$ cat src/rpm_pkg.sv
`default_nettype none

package rpm_pkg;
  // apb map, byte addresses of 32-bit words
  localparam int ADDR_W = 8;
  localparam logic [7:0] CTRL_OFS = 8'h00;
  localparam logic [7:0] STAT_OFS = 8'h04;
  localparam logic [7:0] LOCK_OFS = 8'h08;

  // control word fields
  localparam int CTRL_IDLE_BIT = 0;
  localparam int CTRL_PD_BIT = 1;
  localparam int CTRL_FRZ_BIT = 2;
  localparam int CTRL_WEN_LSB = 3;
  localparam int CTRL_LVL_LSB = 5;
  localparam logic [31:0] CTRL_RESET = 32'h0000_0000;
  localparam logic [1:0] LOCK_RESET = 2'h0;

  // status word fields
  localparam int STAT_MODE_LSB = 0;
  localparam int STAT_FETCH_BIT = 5;
  localparam int STAT_BLOCK_BIT = 6;
  localparam int STAT_RST_BIT = 7;

  // machine cycle timing, in oscillator periods
  localparam int OSC_PER_STATE = 2;
  localparam int STATES_PER_MCYCLE = 6;
  localparam int OSC_PER_MCYCLE = OSC_PER_STATE * STATES_PER_MCYCLE;
  localparam int RST_MCYCLES = 2;
  localparam int RST_HOLD_CLKS = RST_MCYCLES * OSC_PER_MCYCLE;
  localparam logic [2:0] LAST_STATE = 3'(STATES_PER_MCYCLE - 1);
  localparam logic [2:0] ALE_STATE_A = 3'h0;
  localparam logic [2:0] ALE_STATE_B = 3'h3;

  typedef enum logic [4:0] {
    RPM_RUN = 5'h01,
    RPM_IDLE = 5'h02,
    RPM_PDOWN = 5'h04,
    RPM_PDWAKE = 5'h08,
    RPM_EMUL = 5'h10
  } rpm_mode_e;
endpackage : rpm_pkg

`default_nettype wire

$ cat src/rpm_tim_if.sv
`default_nettype none

// timing signals between the state sequencer and the mode control
interface rpm_tim_if;
  logic osc_run;
  logic restart;
  logic half_tick;
  logic cyc_end;
  logic [2:0] state;
  modport gen (input osc_run, input restart, output half_tick, output cyc_end, output state);
  modport ctl (output osc_run, output restart, input half_tick, input cyc_end, input state);
endinterface : rpm_tim_if

`default_nettype wire

$ cat src/rpm_sync2.sv
`default_nettype none

module rpm_sync2 #(
  parameter int W = 1
) (
  input wire logic clk,
  input wire logic sys_rst,
  input wire logic [W-1:0] d,
  output logic [W-1:0] q
);
  logic [W-1:0] meta_reg;

  // two flops; the first is seen by the second only
  always_ff @(posedge clk or posedge sys_rst) begin
    if (sys_rst) begin
      meta_reg <= '0;
      q <= '0;
    end else begin
      meta_reg <= d;
      q <= meta_reg;
    end
  end
endmodule : rpm_sync2

`default_nettype wire

$ cat src/rpm_timing.sv
`default_nettype none

module rpm_timing (
  input wire logic clk,
  input wire logic sys_rst,
  rpm_tim_if.gen tm
);
  import rpm_pkg::*;

  logic div_reg;
  logic [2:0] state_reg;

  // divide-by-two stage, so input duty cycle never matters
  always_ff @(posedge clk or posedge sys_rst) begin
    if (sys_rst) begin
      div_reg <= 1'b0;
    end else if (tm.restart) begin
      div_reg <= 1'b0;
    end else if (tm.osc_run) begin
      div_reg <= ~div_reg;
    end
  end

  // six states per machine cycle
  always_ff @(posedge clk or posedge sys_rst) begin
    if (sys_rst) begin
      state_reg <= 3'h0;
    end else if (tm.restart) begin
      state_reg <= 3'h0;
    end else if (tm.osc_run && div_reg) begin
      state_reg <= (state_reg == LAST_STATE) ? 3'h0 : state_reg + 3'h1;
    end
  end

  assign tm.half_tick = tm.osc_run & div_reg;
  assign tm.cyc_end = tm.half_tick & (state_reg == LAST_STATE);
  assign tm.state = state_reg;
endmodule : rpm_timing

`default_nettype wire

$ cat src/rpm_top.sv
// Notes on behaviour
// reset pin high two machine cycles with oscillator running resets the device.
// latch strobe pulses at one sixth of the oscillator rate in normal running.
// each external data access drops exactly one latch strobe pulse; an access in the cycle-end clock drops two.
// program-store strobe twice per machine cycle; two dropped per data access; four if the access lands in the cycle-end clock.
// fetch select low fetches externally over the whole space; high runs internally.
// with a lock bit set, fetch select is latched at reset and held.
// clocking passes through a divide-by-two stage, duty cycle is irrelevant.
// idle halts execution; registers and ram keep their contents.
// idle ends on reset or an enabled interrupt.
// counter array runs or freezes in idle, as software selects.
// power down stops the oscillator; requesting instruction is the last one.
// power down ends on reset or external interrupt; reset clears registers only.
// wake source asserted only after supply recovers, held until oscillator settles.
// interrupt wake needs enabled level-sensitive line; low restarts, high completes.
// after the wake handler, execution resumes after the power down instruction.
// reset out of idle may run two cycles; ram blocked, ports not.
// software should not write ports or external memory right after idle entry.
// emulation entry: latch strobe low in reset with program strobe high.
// emulation floats port 0, pulls others and strobes weakly; normal reset exits.
// idle strobes high, power down low; port 0 floats externally; port 2 address.
// a machine cycle is twelve oscillator periods, two latch pulses each.
//
// Local design decisions: the address map and register access over APB.
`default_nettype none

module rpm_top #(
  parameter int RST_HOLD = rpm_pkg::RST_HOLD_CLKS
) (
  input wire logic clk,
  input wire logic sys_rst,
  input wire logic psel,
  input wire logic penable,
  input wire logic pwrite,
  input wire logic [rpm_pkg::ADDR_W-1:0] paddr,
  input wire logic [31:0] pwdata,
  output logic [31:0] prdata,
  output logic pready,
  output logic pslverr,
  input wire logic reset_pin,
  input wire logic latch_strobe_pin_i,
  output logic latch_strobe_pin_o,
  output logic latch_strobe_pin_oe,
  input wire logic program_store_strobe_i,
  output logic program_store_strobe_o,
  output logic program_store_strobe_oe,
  input wire logic fetch_select_pin,
  input wire logic ext_interrupt_zero,
  input wire logic ext_interrupt_one,
  input wire logic xdata_access,
  input wire logic irq_pending,
  output logic core_reset,
  output logic cpu_run,
  output logic ram_block,
  output logic osc_run,
  output logic counter_array_run,
  output logic ext_fetch,
  output logic port0_float,
  output logic port2_address,
  output logic weak_pullup
);
  import rpm_pkg::*;

  localparam logic [4:0] HOLD_LAST = 5'(RST_HOLD - 1);

  rpm_tim_if tm ();
  rpm_mode_e mode_reg;
  logic rst_pin_s;
  logic ale_s;
  logic program_store_strobe_s;
  logic ea_s;
  logic [1:0] int_s;
  logic [4:0] cnt_reg;
  logic rst_active_reg;
  logic rst_rel;
  logic once_arm_reg;
  logic ea_lat_reg;
  logic [1:0] lock_reg;
  logic freeze_reg;
  logic [1:0] wake_en_reg;
  logic [1:0] level_reg;
  logic xd_pend_reg;
  logic skip_reg;
  logic block_reg;
  logic wake_low;
  logic normal;
  logic ale_pat;
  logic program_store_strobe_pat;
  logic ale_next;
  logic program_store_strobe_next;
  logic oe_next;
  logic wr_en;
  logic rd_hit;
  logic idle_wr;
  logic pd_wr;
  logic [31:0] rdata_next;

  // all pins cross into the clock domain through two flops
  rpm_sync2 #(
    .W(6)
  ) u_sync (
    .clk(clk),
    .sys_rst(sys_rst),
    .d({reset_pin, latch_strobe_pin_i, program_store_strobe_i, fetch_select_pin,
        ext_interrupt_one, ext_interrupt_zero}),
    .q({rst_pin_s, ale_s, program_store_strobe_s, ea_s, int_s})
  );

  rpm_timing u_timing (
    .clk(clk),
    .sys_rst(sys_rst),
    .tm(tm.gen)
  );

  // oscillator stops only while powered down
  assign osc_run = (mode_reg != RPM_PDOWN);
  assign tm.osc_run = osc_run;
  assign tm.restart = rst_active_reg;

  // reset pin must stay high a full hold while clocks run
  always_ff @(posedge clk or posedge sys_rst) begin
    if (sys_rst) begin
      cnt_reg <= 5'h00;
    end else if (!rst_pin_s || !osc_run) begin
      cnt_reg <= 5'h00;
    end else if (cnt_reg != HOLD_LAST) begin
      cnt_reg <= cnt_reg + 5'h01;
    end
  end

  // internal reset holds until the pin falls
  always_ff @(posedge clk or posedge sys_rst) begin
    if (sys_rst) begin
      rst_active_reg <= 1'b1;
    end else if (rst_pin_s && cnt_reg == HOLD_LAST) begin
      rst_active_reg <= 1'b1;
    end else if (rst_rel) begin
      rst_active_reg <= 1'b0;
    end
  end
  assign rst_rel = rst_active_reg & ~rst_pin_s;
  assign core_reset = rst_active_reg;

  // emulation strap seen during reset: strobe low, program strobe high
  always_ff @(posedge clk or posedge sys_rst) begin
    if (sys_rst) begin
      once_arm_reg <= 1'b0;
    end else if (rst_active_reg) begin
      once_arm_reg <= ~ale_s & program_store_strobe_s;
    end
  end

  // fetch select caught at reset release, clocked, not by async reset
  always_ff @(posedge clk or posedge sys_rst) begin
    if (sys_rst) begin
      ea_lat_reg <= 1'b0;
    end else if (rst_active_reg) begin
      ea_lat_reg <= ea_s;
    end
  end
  // a lock bit freezes the strap; otherwise the live level counts
  assign ext_fetch = ~((|lock_reg) ? ea_lat_reg : ea_s);

  // a level wake needs the line enabled and level sensitive
  assign wake_low = |(wake_en_reg & level_reg & ~int_s);
  assign wr_en = psel & penable & pready & pwrite;
  assign idle_wr = wr_en && paddr == CTRL_OFS && pwdata[CTRL_IDLE_BIT];
  assign pd_wr = wr_en && paddr == CTRL_OFS && pwdata[CTRL_PD_BIT];

  // mode sequencing; power down wins over idle in one write
  always_ff @(posedge clk or posedge sys_rst) begin
    if (sys_rst) begin
      mode_reg <= RPM_RUN;
    end else if (rst_rel) begin
      mode_reg <= (once_arm_reg && !ale_s) ? RPM_EMUL : RPM_RUN;
    end else if (!rst_active_reg) begin
      case (mode_reg)
        RPM_RUN: begin
          if (pd_wr) begin
            mode_reg <= RPM_PDOWN;
          end else if (idle_wr) begin
            mode_reg <= RPM_IDLE;
          end
        end
        RPM_IDLE: begin
          if (rst_pin_s || irq_pending) begin
            mode_reg <= RPM_RUN;
          end
        end
        RPM_PDOWN: begin
          if (rst_pin_s || wake_low) begin
            mode_reg <= RPM_PDWAKE;
          end
        end
        RPM_PDWAKE: begin
          // line back high completes the exit, code resumes in place
          if (!rst_pin_s && !wake_low) begin
            mode_reg <= RPM_RUN;
          end
        end
        RPM_EMUL: begin
          mode_reg <= RPM_EMUL;
        end
        default: begin
          mode_reg <= RPM_RUN;
        end
      endcase
    end
  end

  // reset out of idle: core runs briefly with ram fenced off
  always_ff @(posedge clk or posedge sys_rst) begin
    if (sys_rst) begin
      block_reg <= 1'b0;
    end else if (rst_active_reg || !rst_pin_s) begin
      block_reg <= 1'b0;
    end else if (mode_reg == RPM_IDLE) begin
      block_reg <= 1'b1;
    end
  end
  assign ram_block = block_reg;

  // execution only in run; idle and power down keep state untouched
  assign cpu_run = (mode_reg == RPM_RUN) & ~rst_active_reg;
  assign counter_array_run = ~rst_active_reg & ((mode_reg == RPM_RUN) | (mode_reg == RPM_EMUL)
                             | ((mode_reg == RPM_IDLE) & ~freeze_reg));

  // data access seen mid-cycle marks the next machine cycle; set wins
  always_ff @(posedge clk or posedge sys_rst) begin
    if (sys_rst) begin
      xd_pend_reg <= 1'b0;
      skip_reg <= 1'b0;
    end else if (rst_active_reg) begin
      xd_pend_reg <= 1'b0;
      skip_reg <= 1'b0;
    end else begin
      xd_pend_reg <= xdata_access | (xd_pend_reg & ~tm.cyc_end);
      if (tm.cyc_end) begin
        skip_reg <= xd_pend_reg | xdata_access;
      end
    end
  end

  // two latch pulses and two fetch strobes per twelve-period cycle
  assign normal = (mode_reg == RPM_RUN) & ~rst_active_reg;
  assign ale_pat = (tm.state == ALE_STATE_A) | ((tm.state == ALE_STATE_B) & ~skip_reg);
  assign program_store_strobe_pat = ext_fetch & ~skip_reg & (tm.state != ALE_STATE_A)
                    & (tm.state != ALE_STATE_B);

  // pin levels per mode; reset and emulation only pull weakly
  always_comb begin
    ale_next = 1'b1;
    program_store_strobe_next = 1'b1;
    oe_next = ~rst_active_reg & (mode_reg != RPM_EMUL);
    case (mode_reg)
      RPM_RUN: begin
        ale_next = normal ? ale_pat : 1'b1;
        program_store_strobe_next = normal ? ~program_store_strobe_pat : 1'b1;
      end
      RPM_IDLE: begin
        ale_next = 1'b1;
        program_store_strobe_next = 1'b1;
      end
      RPM_PDOWN, RPM_PDWAKE: begin
        ale_next = 1'b0;
        program_store_strobe_next = 1'b0;
      end
      default: begin
        ale_next = 1'b1;
        program_store_strobe_next = 1'b1;
      end
    endcase
  end

  // strobes leave through flops to keep glitches off the pins
  always_ff @(posedge clk or posedge sys_rst) begin
    if (sys_rst) begin
      latch_strobe_pin_o <= 1'b1;
      program_store_strobe_o <= 1'b1;
      latch_strobe_pin_oe <= 1'b0;
      program_store_strobe_oe <= 1'b0;
    end else begin
      latch_strobe_pin_o <= ale_next;
      program_store_strobe_o <= program_store_strobe_next;
      latch_strobe_pin_oe <= oe_next;
      program_store_strobe_oe <= oe_next;
    end
  end

  // port states: port 0 floats in emulation and, on external fetch, in idle and power down; port 2 address in idle on external fetch
  assign port0_float = (mode_reg == RPM_EMUL) | (ext_fetch & ((mode_reg == RPM_IDLE)
                       | (mode_reg == RPM_PDOWN) | (mode_reg == RPM_PDWAKE)));
  assign port2_address = ext_fetch & (mode_reg == RPM_IDLE);
  assign weak_pullup = rst_active_reg | (mode_reg == RPM_EMUL);

  // control word; internal reset clears it, ram-like lock does not
  always_ff @(posedge clk or posedge sys_rst) begin
    if (sys_rst) begin
      freeze_reg <= CTRL_RESET[CTRL_FRZ_BIT];
      wake_en_reg <= CTRL_RESET[CTRL_WEN_LSB +: 2];
      level_reg <= CTRL_RESET[CTRL_LVL_LSB +: 2];
    end else if (rst_active_reg) begin
      freeze_reg <= CTRL_RESET[CTRL_FRZ_BIT];
      wake_en_reg <= CTRL_RESET[CTRL_WEN_LSB +: 2];
      level_reg <= CTRL_RESET[CTRL_LVL_LSB +: 2];
    end else if (wr_en && paddr == CTRL_OFS) begin
      freeze_reg <= pwdata[CTRL_FRZ_BIT];
      wake_en_reg <= pwdata[CTRL_WEN_LSB +: 2];
      level_reg <= pwdata[CTRL_LVL_LSB +: 2];
    end
  end

  // lock bits survive the pin reset, like fuses
  always_ff @(posedge clk or posedge sys_rst) begin
    if (sys_rst) begin
      lock_reg <= LOCK_RESET;
    end else if (wr_en && paddr == LOCK_OFS) begin
      lock_reg <= pwdata[1:0];
    end
  end

  // read mux
  assign rd_hit = (paddr == CTRL_OFS) | (paddr == STAT_OFS) | (paddr == LOCK_OFS);
  always_comb begin
    rdata_next = 32'h0000_0000;
    case (paddr)
      CTRL_OFS: begin
        rdata_next[CTRL_IDLE_BIT] = (mode_reg == RPM_IDLE);
        rdata_next[CTRL_PD_BIT] = (mode_reg == RPM_PDOWN);
        rdata_next[CTRL_FRZ_BIT] = freeze_reg;
        rdata_next[CTRL_WEN_LSB +: 2] = wake_en_reg;
        rdata_next[CTRL_LVL_LSB +: 2] = level_reg;
      end
      STAT_OFS: begin
        rdata_next[STAT_MODE_LSB +: 5] = mode_reg;
        rdata_next[STAT_FETCH_BIT] = ext_fetch;
        rdata_next[STAT_BLOCK_BIT] = block_reg;
        rdata_next[STAT_RST_BIT] = rst_active_reg;
      end
      LOCK_OFS: begin
        rdata_next[1:0] = lock_reg;
      end
      default: begin
        rdata_next = 32'h0000_0000;
      end
    endcase
  end

  // one wait state: ready in the second access cycle
  always_ff @(posedge clk or posedge sys_rst) begin
    if (sys_rst) begin
      pready <= 1'b0;
      pslverr <= 1'b0;
      prdata <= 32'h0000_0000;
    end else begin
      pready <= psel & penable & ~pready;
      pslverr <= psel & penable & ~pready & ~rd_hit;
      prdata <= (psel & penable & ~pready & ~pwrite) ? rdata_next : 32'h0000_0000;
    end
  end
endmodule : rpm_top

`default_nettype wire

$ cat config.mk
export PLATFORM = sky130hd
export DESIGN_NAME = rpm_top
export DESIGN_NICKNAME = d
export VERILOG_FILES = /design/src/rpm_pkg.sv /design/src/rpm_tim_if.sv /design/src/rpm_sync2.sv /design/src/rpm_timing.sv /design/src/rpm_top.sv
export SDC_FILE = /design/constraint.sdc
export NUM_CORES = 1
export LEC_CHECK = 0
export BUFFER_PORTS_ARGS = -buffer_cell sky130_fd_sc_hd__buf_2
export CAP_MARGIN = 10
export CORE_MARGIN = 3
export CORE_UTILIZATION = 40
export DETAILED_ROUTE_END_ITERATION = 10
export PLACE_DENSITY = 0.7
export SYNTH_ARGS = -nofsm -noshare
export SYNTH_HDL_FRONTEND = slang
export SYNTH_SLANG_ARGS = --single-unit
$ cat constraint.sdc
create_clock -name clk -period 1.56 [get_ports clk]
set_input_delay 0.234 -clock clk [delete_from_list [all_inputs] [get_ports clk]]
set_output_delay 0.234 -clock clk [all_outputs]
set_load 0.05 [all_outputs]
==> results.yml <==
detailed_routing:
  dr.pass1.iters: 4
  final_antenna_net_count: 0
  wirelength_um: 6050
  vias: 2096
  viasPerCell: 4.90
  remaining_drc_errors: 0
  routedWlPerCell_um: 14.1
  drtIter0Drc: 86
synth:
  syn_area_um2: 2580
  synth-main-ff-cell: "dfrtp_1"
  yosysSeqAreaShare: 0.505
  syn_area_per_cell_um2: 10.2
  ys_ff_latch: 52
  yosys_warnings: 0
  ys_types: 53
  synthCells: 254
  synth-edff-count: 0
  synthArstFlopShare: 1.00
die:
  die_x_um: 86.4
  dieArea_um2: 7460
  ios: 100
  row_count: 28
  die_h_um: 86.4
  core-area_um2: 6100
  start_util: 0.424
worst_setup_path:
  worstSetupPathType: "register to output port"
  cp.required_ns: 1.33
  start_kind: "register"
  worstPathArrival_ns: 1.61
  r2r_start: "mode_reg[4]"
  rr_worst_depth: 6
  cp-end-kind: "output port"
  cp_max_fo: 5
  reg2reg_slack_ns: -0.24
  rr_endpoint: "mode_reg[4]"
worst_hold_path:
  hp-class: "input pin to register"
  hold_end: "u_sync.meta_reg[0]"
  hold_depth: 1
  worstHoldStart: "ext_interrupt_zero"
global_routing:
  grt_pass1_wl_um: 9890
  overflow: 0
  grt_pass1_vias: 2108
  grt_max_degree: 35
  grt_use_total: 0.168
  antenna_found_initial: 0
clocking:
  cts-root-buf: "clkbuf_8"
  cts_tree: "built"
  cts_made_buffers: 5
  clkSlewWorstSetupHoldPaths_ns: 0.09
  clk_path_buf_depth: 2
  clock_latency_ns: 0.31
  clock_sinks: 52
  h-tree-depth: 2
run_status:
  status: "finished with violations"
  violations: "negative setup slack"
placed_design:
  placedCellCount: 412
  dpl-instance-area_um2: 3160
  place.gp.congestion: 0.814
  place_hpwl_um: 4390
  io_buffers: 50
  pre_cts_ws_ns: -0.204
finish:
  largest_register_ffs: 8
  nets: 407
  synthToLayoutAreaGrowth_pct: 37.2
  num_antenna_cells: 0
  layout-drive-gt1-share: 0.445
  design_area_um2: 3550
  fin_cells: 428
timing:
  period_minus_slack_ns: 1.84
  final.setup.worst_slack_ns: -0.284
  max_freq_ghz: 0.542
  finalMaxSlewViolations: 0
  skew_ns: 0.0106
  hold_viol: 0
  grt_setup_unrepaired: "yes"
  finalSetupViolations: 14
  period_share: 1.18
  fin_setup_tns_ns: -2.44
power_and_ir_drop:
  power_mw: 3.40
  powerDensity_nw_per_um2: 958
  power.leakage_nw: 1.70
  ir_drop_v: 0.000596
job:
  cap_violations: 0
==> power breakdown <==
group          total, mW  switching (mW)  leakage (nW)  internal (mW)
Clock              0.790           0.427        0.0455          0.363
Combinational       1.09           0.641         0.998          0.451
Sequential          1.52          0.0740         0.654           1.44
==> layout by cell type (no fill, tap or decap), types with 5 or more instances in the layout <==
cell type | Yosys | final
o21ai_0 | 8 | 6
inv_1 | 8 | 7
buf_6 | 2 | 6
buf_8 | 0 | 5
nand2_1 | 27 | 24
buf_2 | 2 | 42
mux2i_1 | 9 | 8
dfrtp_1 | 48 | 44
a21oi_1 | 12 | 11
clkbuf_8 | 0 | 6
nor2_1 | 27 | 24
conb_1 | 1 | 24
buf_4 | 27 | 47
==> critical path: stages, from the launching register on <==
cell and delay [ns]:
dfrtp_2 0.46, or3_4 0.43, nor2_4 0.11, o21ai_2 0.07
nand2_2 0.08, buf_8 0.15
==> what timing repair did <==
item                                    in CTS  in global routing
pin swaps                                    7                  4
endpoints found under the setup margin      16                 20
hold endpoints to repair                    18                  0
gates resized for setup                     38                 18
hold buffers                                 1                  0
setup buffers                                4                  3
==> cells by family after synthesis <==
family | after synthesis | share of synthesized area
other | 1 | 0.00145
buffers and inverters | 45 | 0.112
AO/OA/AOI/OAI | 37 | 0.0954
XOR/XNOR | 7 | 0.0237
adder cells (fa/ha/maj) | 2 | 0.00968
AND/OR/NAND/NOR | 98 | 0.203
multiplexers | 12 | 0.0494
flip-flops | 52 | 0.505
==> metrics by stage <==
step,hold slack (ns),utilization
after floorplan,0.265,-
after global placement,0.266,0.519
after detailed placement,0.273,0.519
after CTS,0.0226,0.561
after global routing,0.0181,0.582
final,0.0318,0.582
==> metal layers <==
| metal | GRT usage | vias up | wire length, um |
|---|---|---|---|
| li1 | - | 1018 | - |
| met2 | 0.284 | 55 | 3140 |
| met4 | 0.0609 | 0 | 99 |
| met3 | 0.0418 | 9 | 254 |
| met5 | 0 | - | 0 |
| met1 | 0.209 | 1014 | 2560 |
==> cell type report <==
type | instances | area (um2)
Fill cell | 539 | 2550
Sequential cell | 52 | 1310
Multi-Input combinational cell | 180 | 1260
Timing Repair Buffer | 103 | 756
Tap cell | 75 | 93.8
Clock buffer | 8 | 90.1
Inverter | 10 | 40.0
==> cells in the mapped netlist, types with 3 or more instances <==
library cell / instances / share of area
inv_1: 8 / 0.012
dfrtp_1: 48 / 0.46
a31oi_1: 3 / 0.0073
nor3b_1: 3 / 0.0087
nand2_1: 27 / 0.039
clkbuf_1: 4 / 0.0058
xnor2_1: 3 / 0.010
buf_4: 27 / 0.078
nor2_1: 27 / 0.039
o21ai_0: 8 / 0.015
nand3_1: 7 / 0.014
dfstp_2: 4 / 0.041
nor4_1: 5 / 0.012
a21oi_1: 12 / 0.023
mux2i_1: 9 / 0.035
xor2_1: 4 / 0.014
nor3_1: 4 / 0.0077
nand3b_1: 4 / 0.012
==> how the worst max path moves through the flow <==
stage	start	to	cells after the start
floorplan	core_reset	mode_reg[4]	5
global placement	mode_reg[4]	mode_reg[4]	5
detailed placement	mode_reg[0]	mode_reg[4]	5
CTS	mode_reg[4]	port0_float	5
global route	mode_reg[4]	counter_array_run	6
finish	mode_reg[4]	port0_float	5
Power figures use the tool's default switching activity.
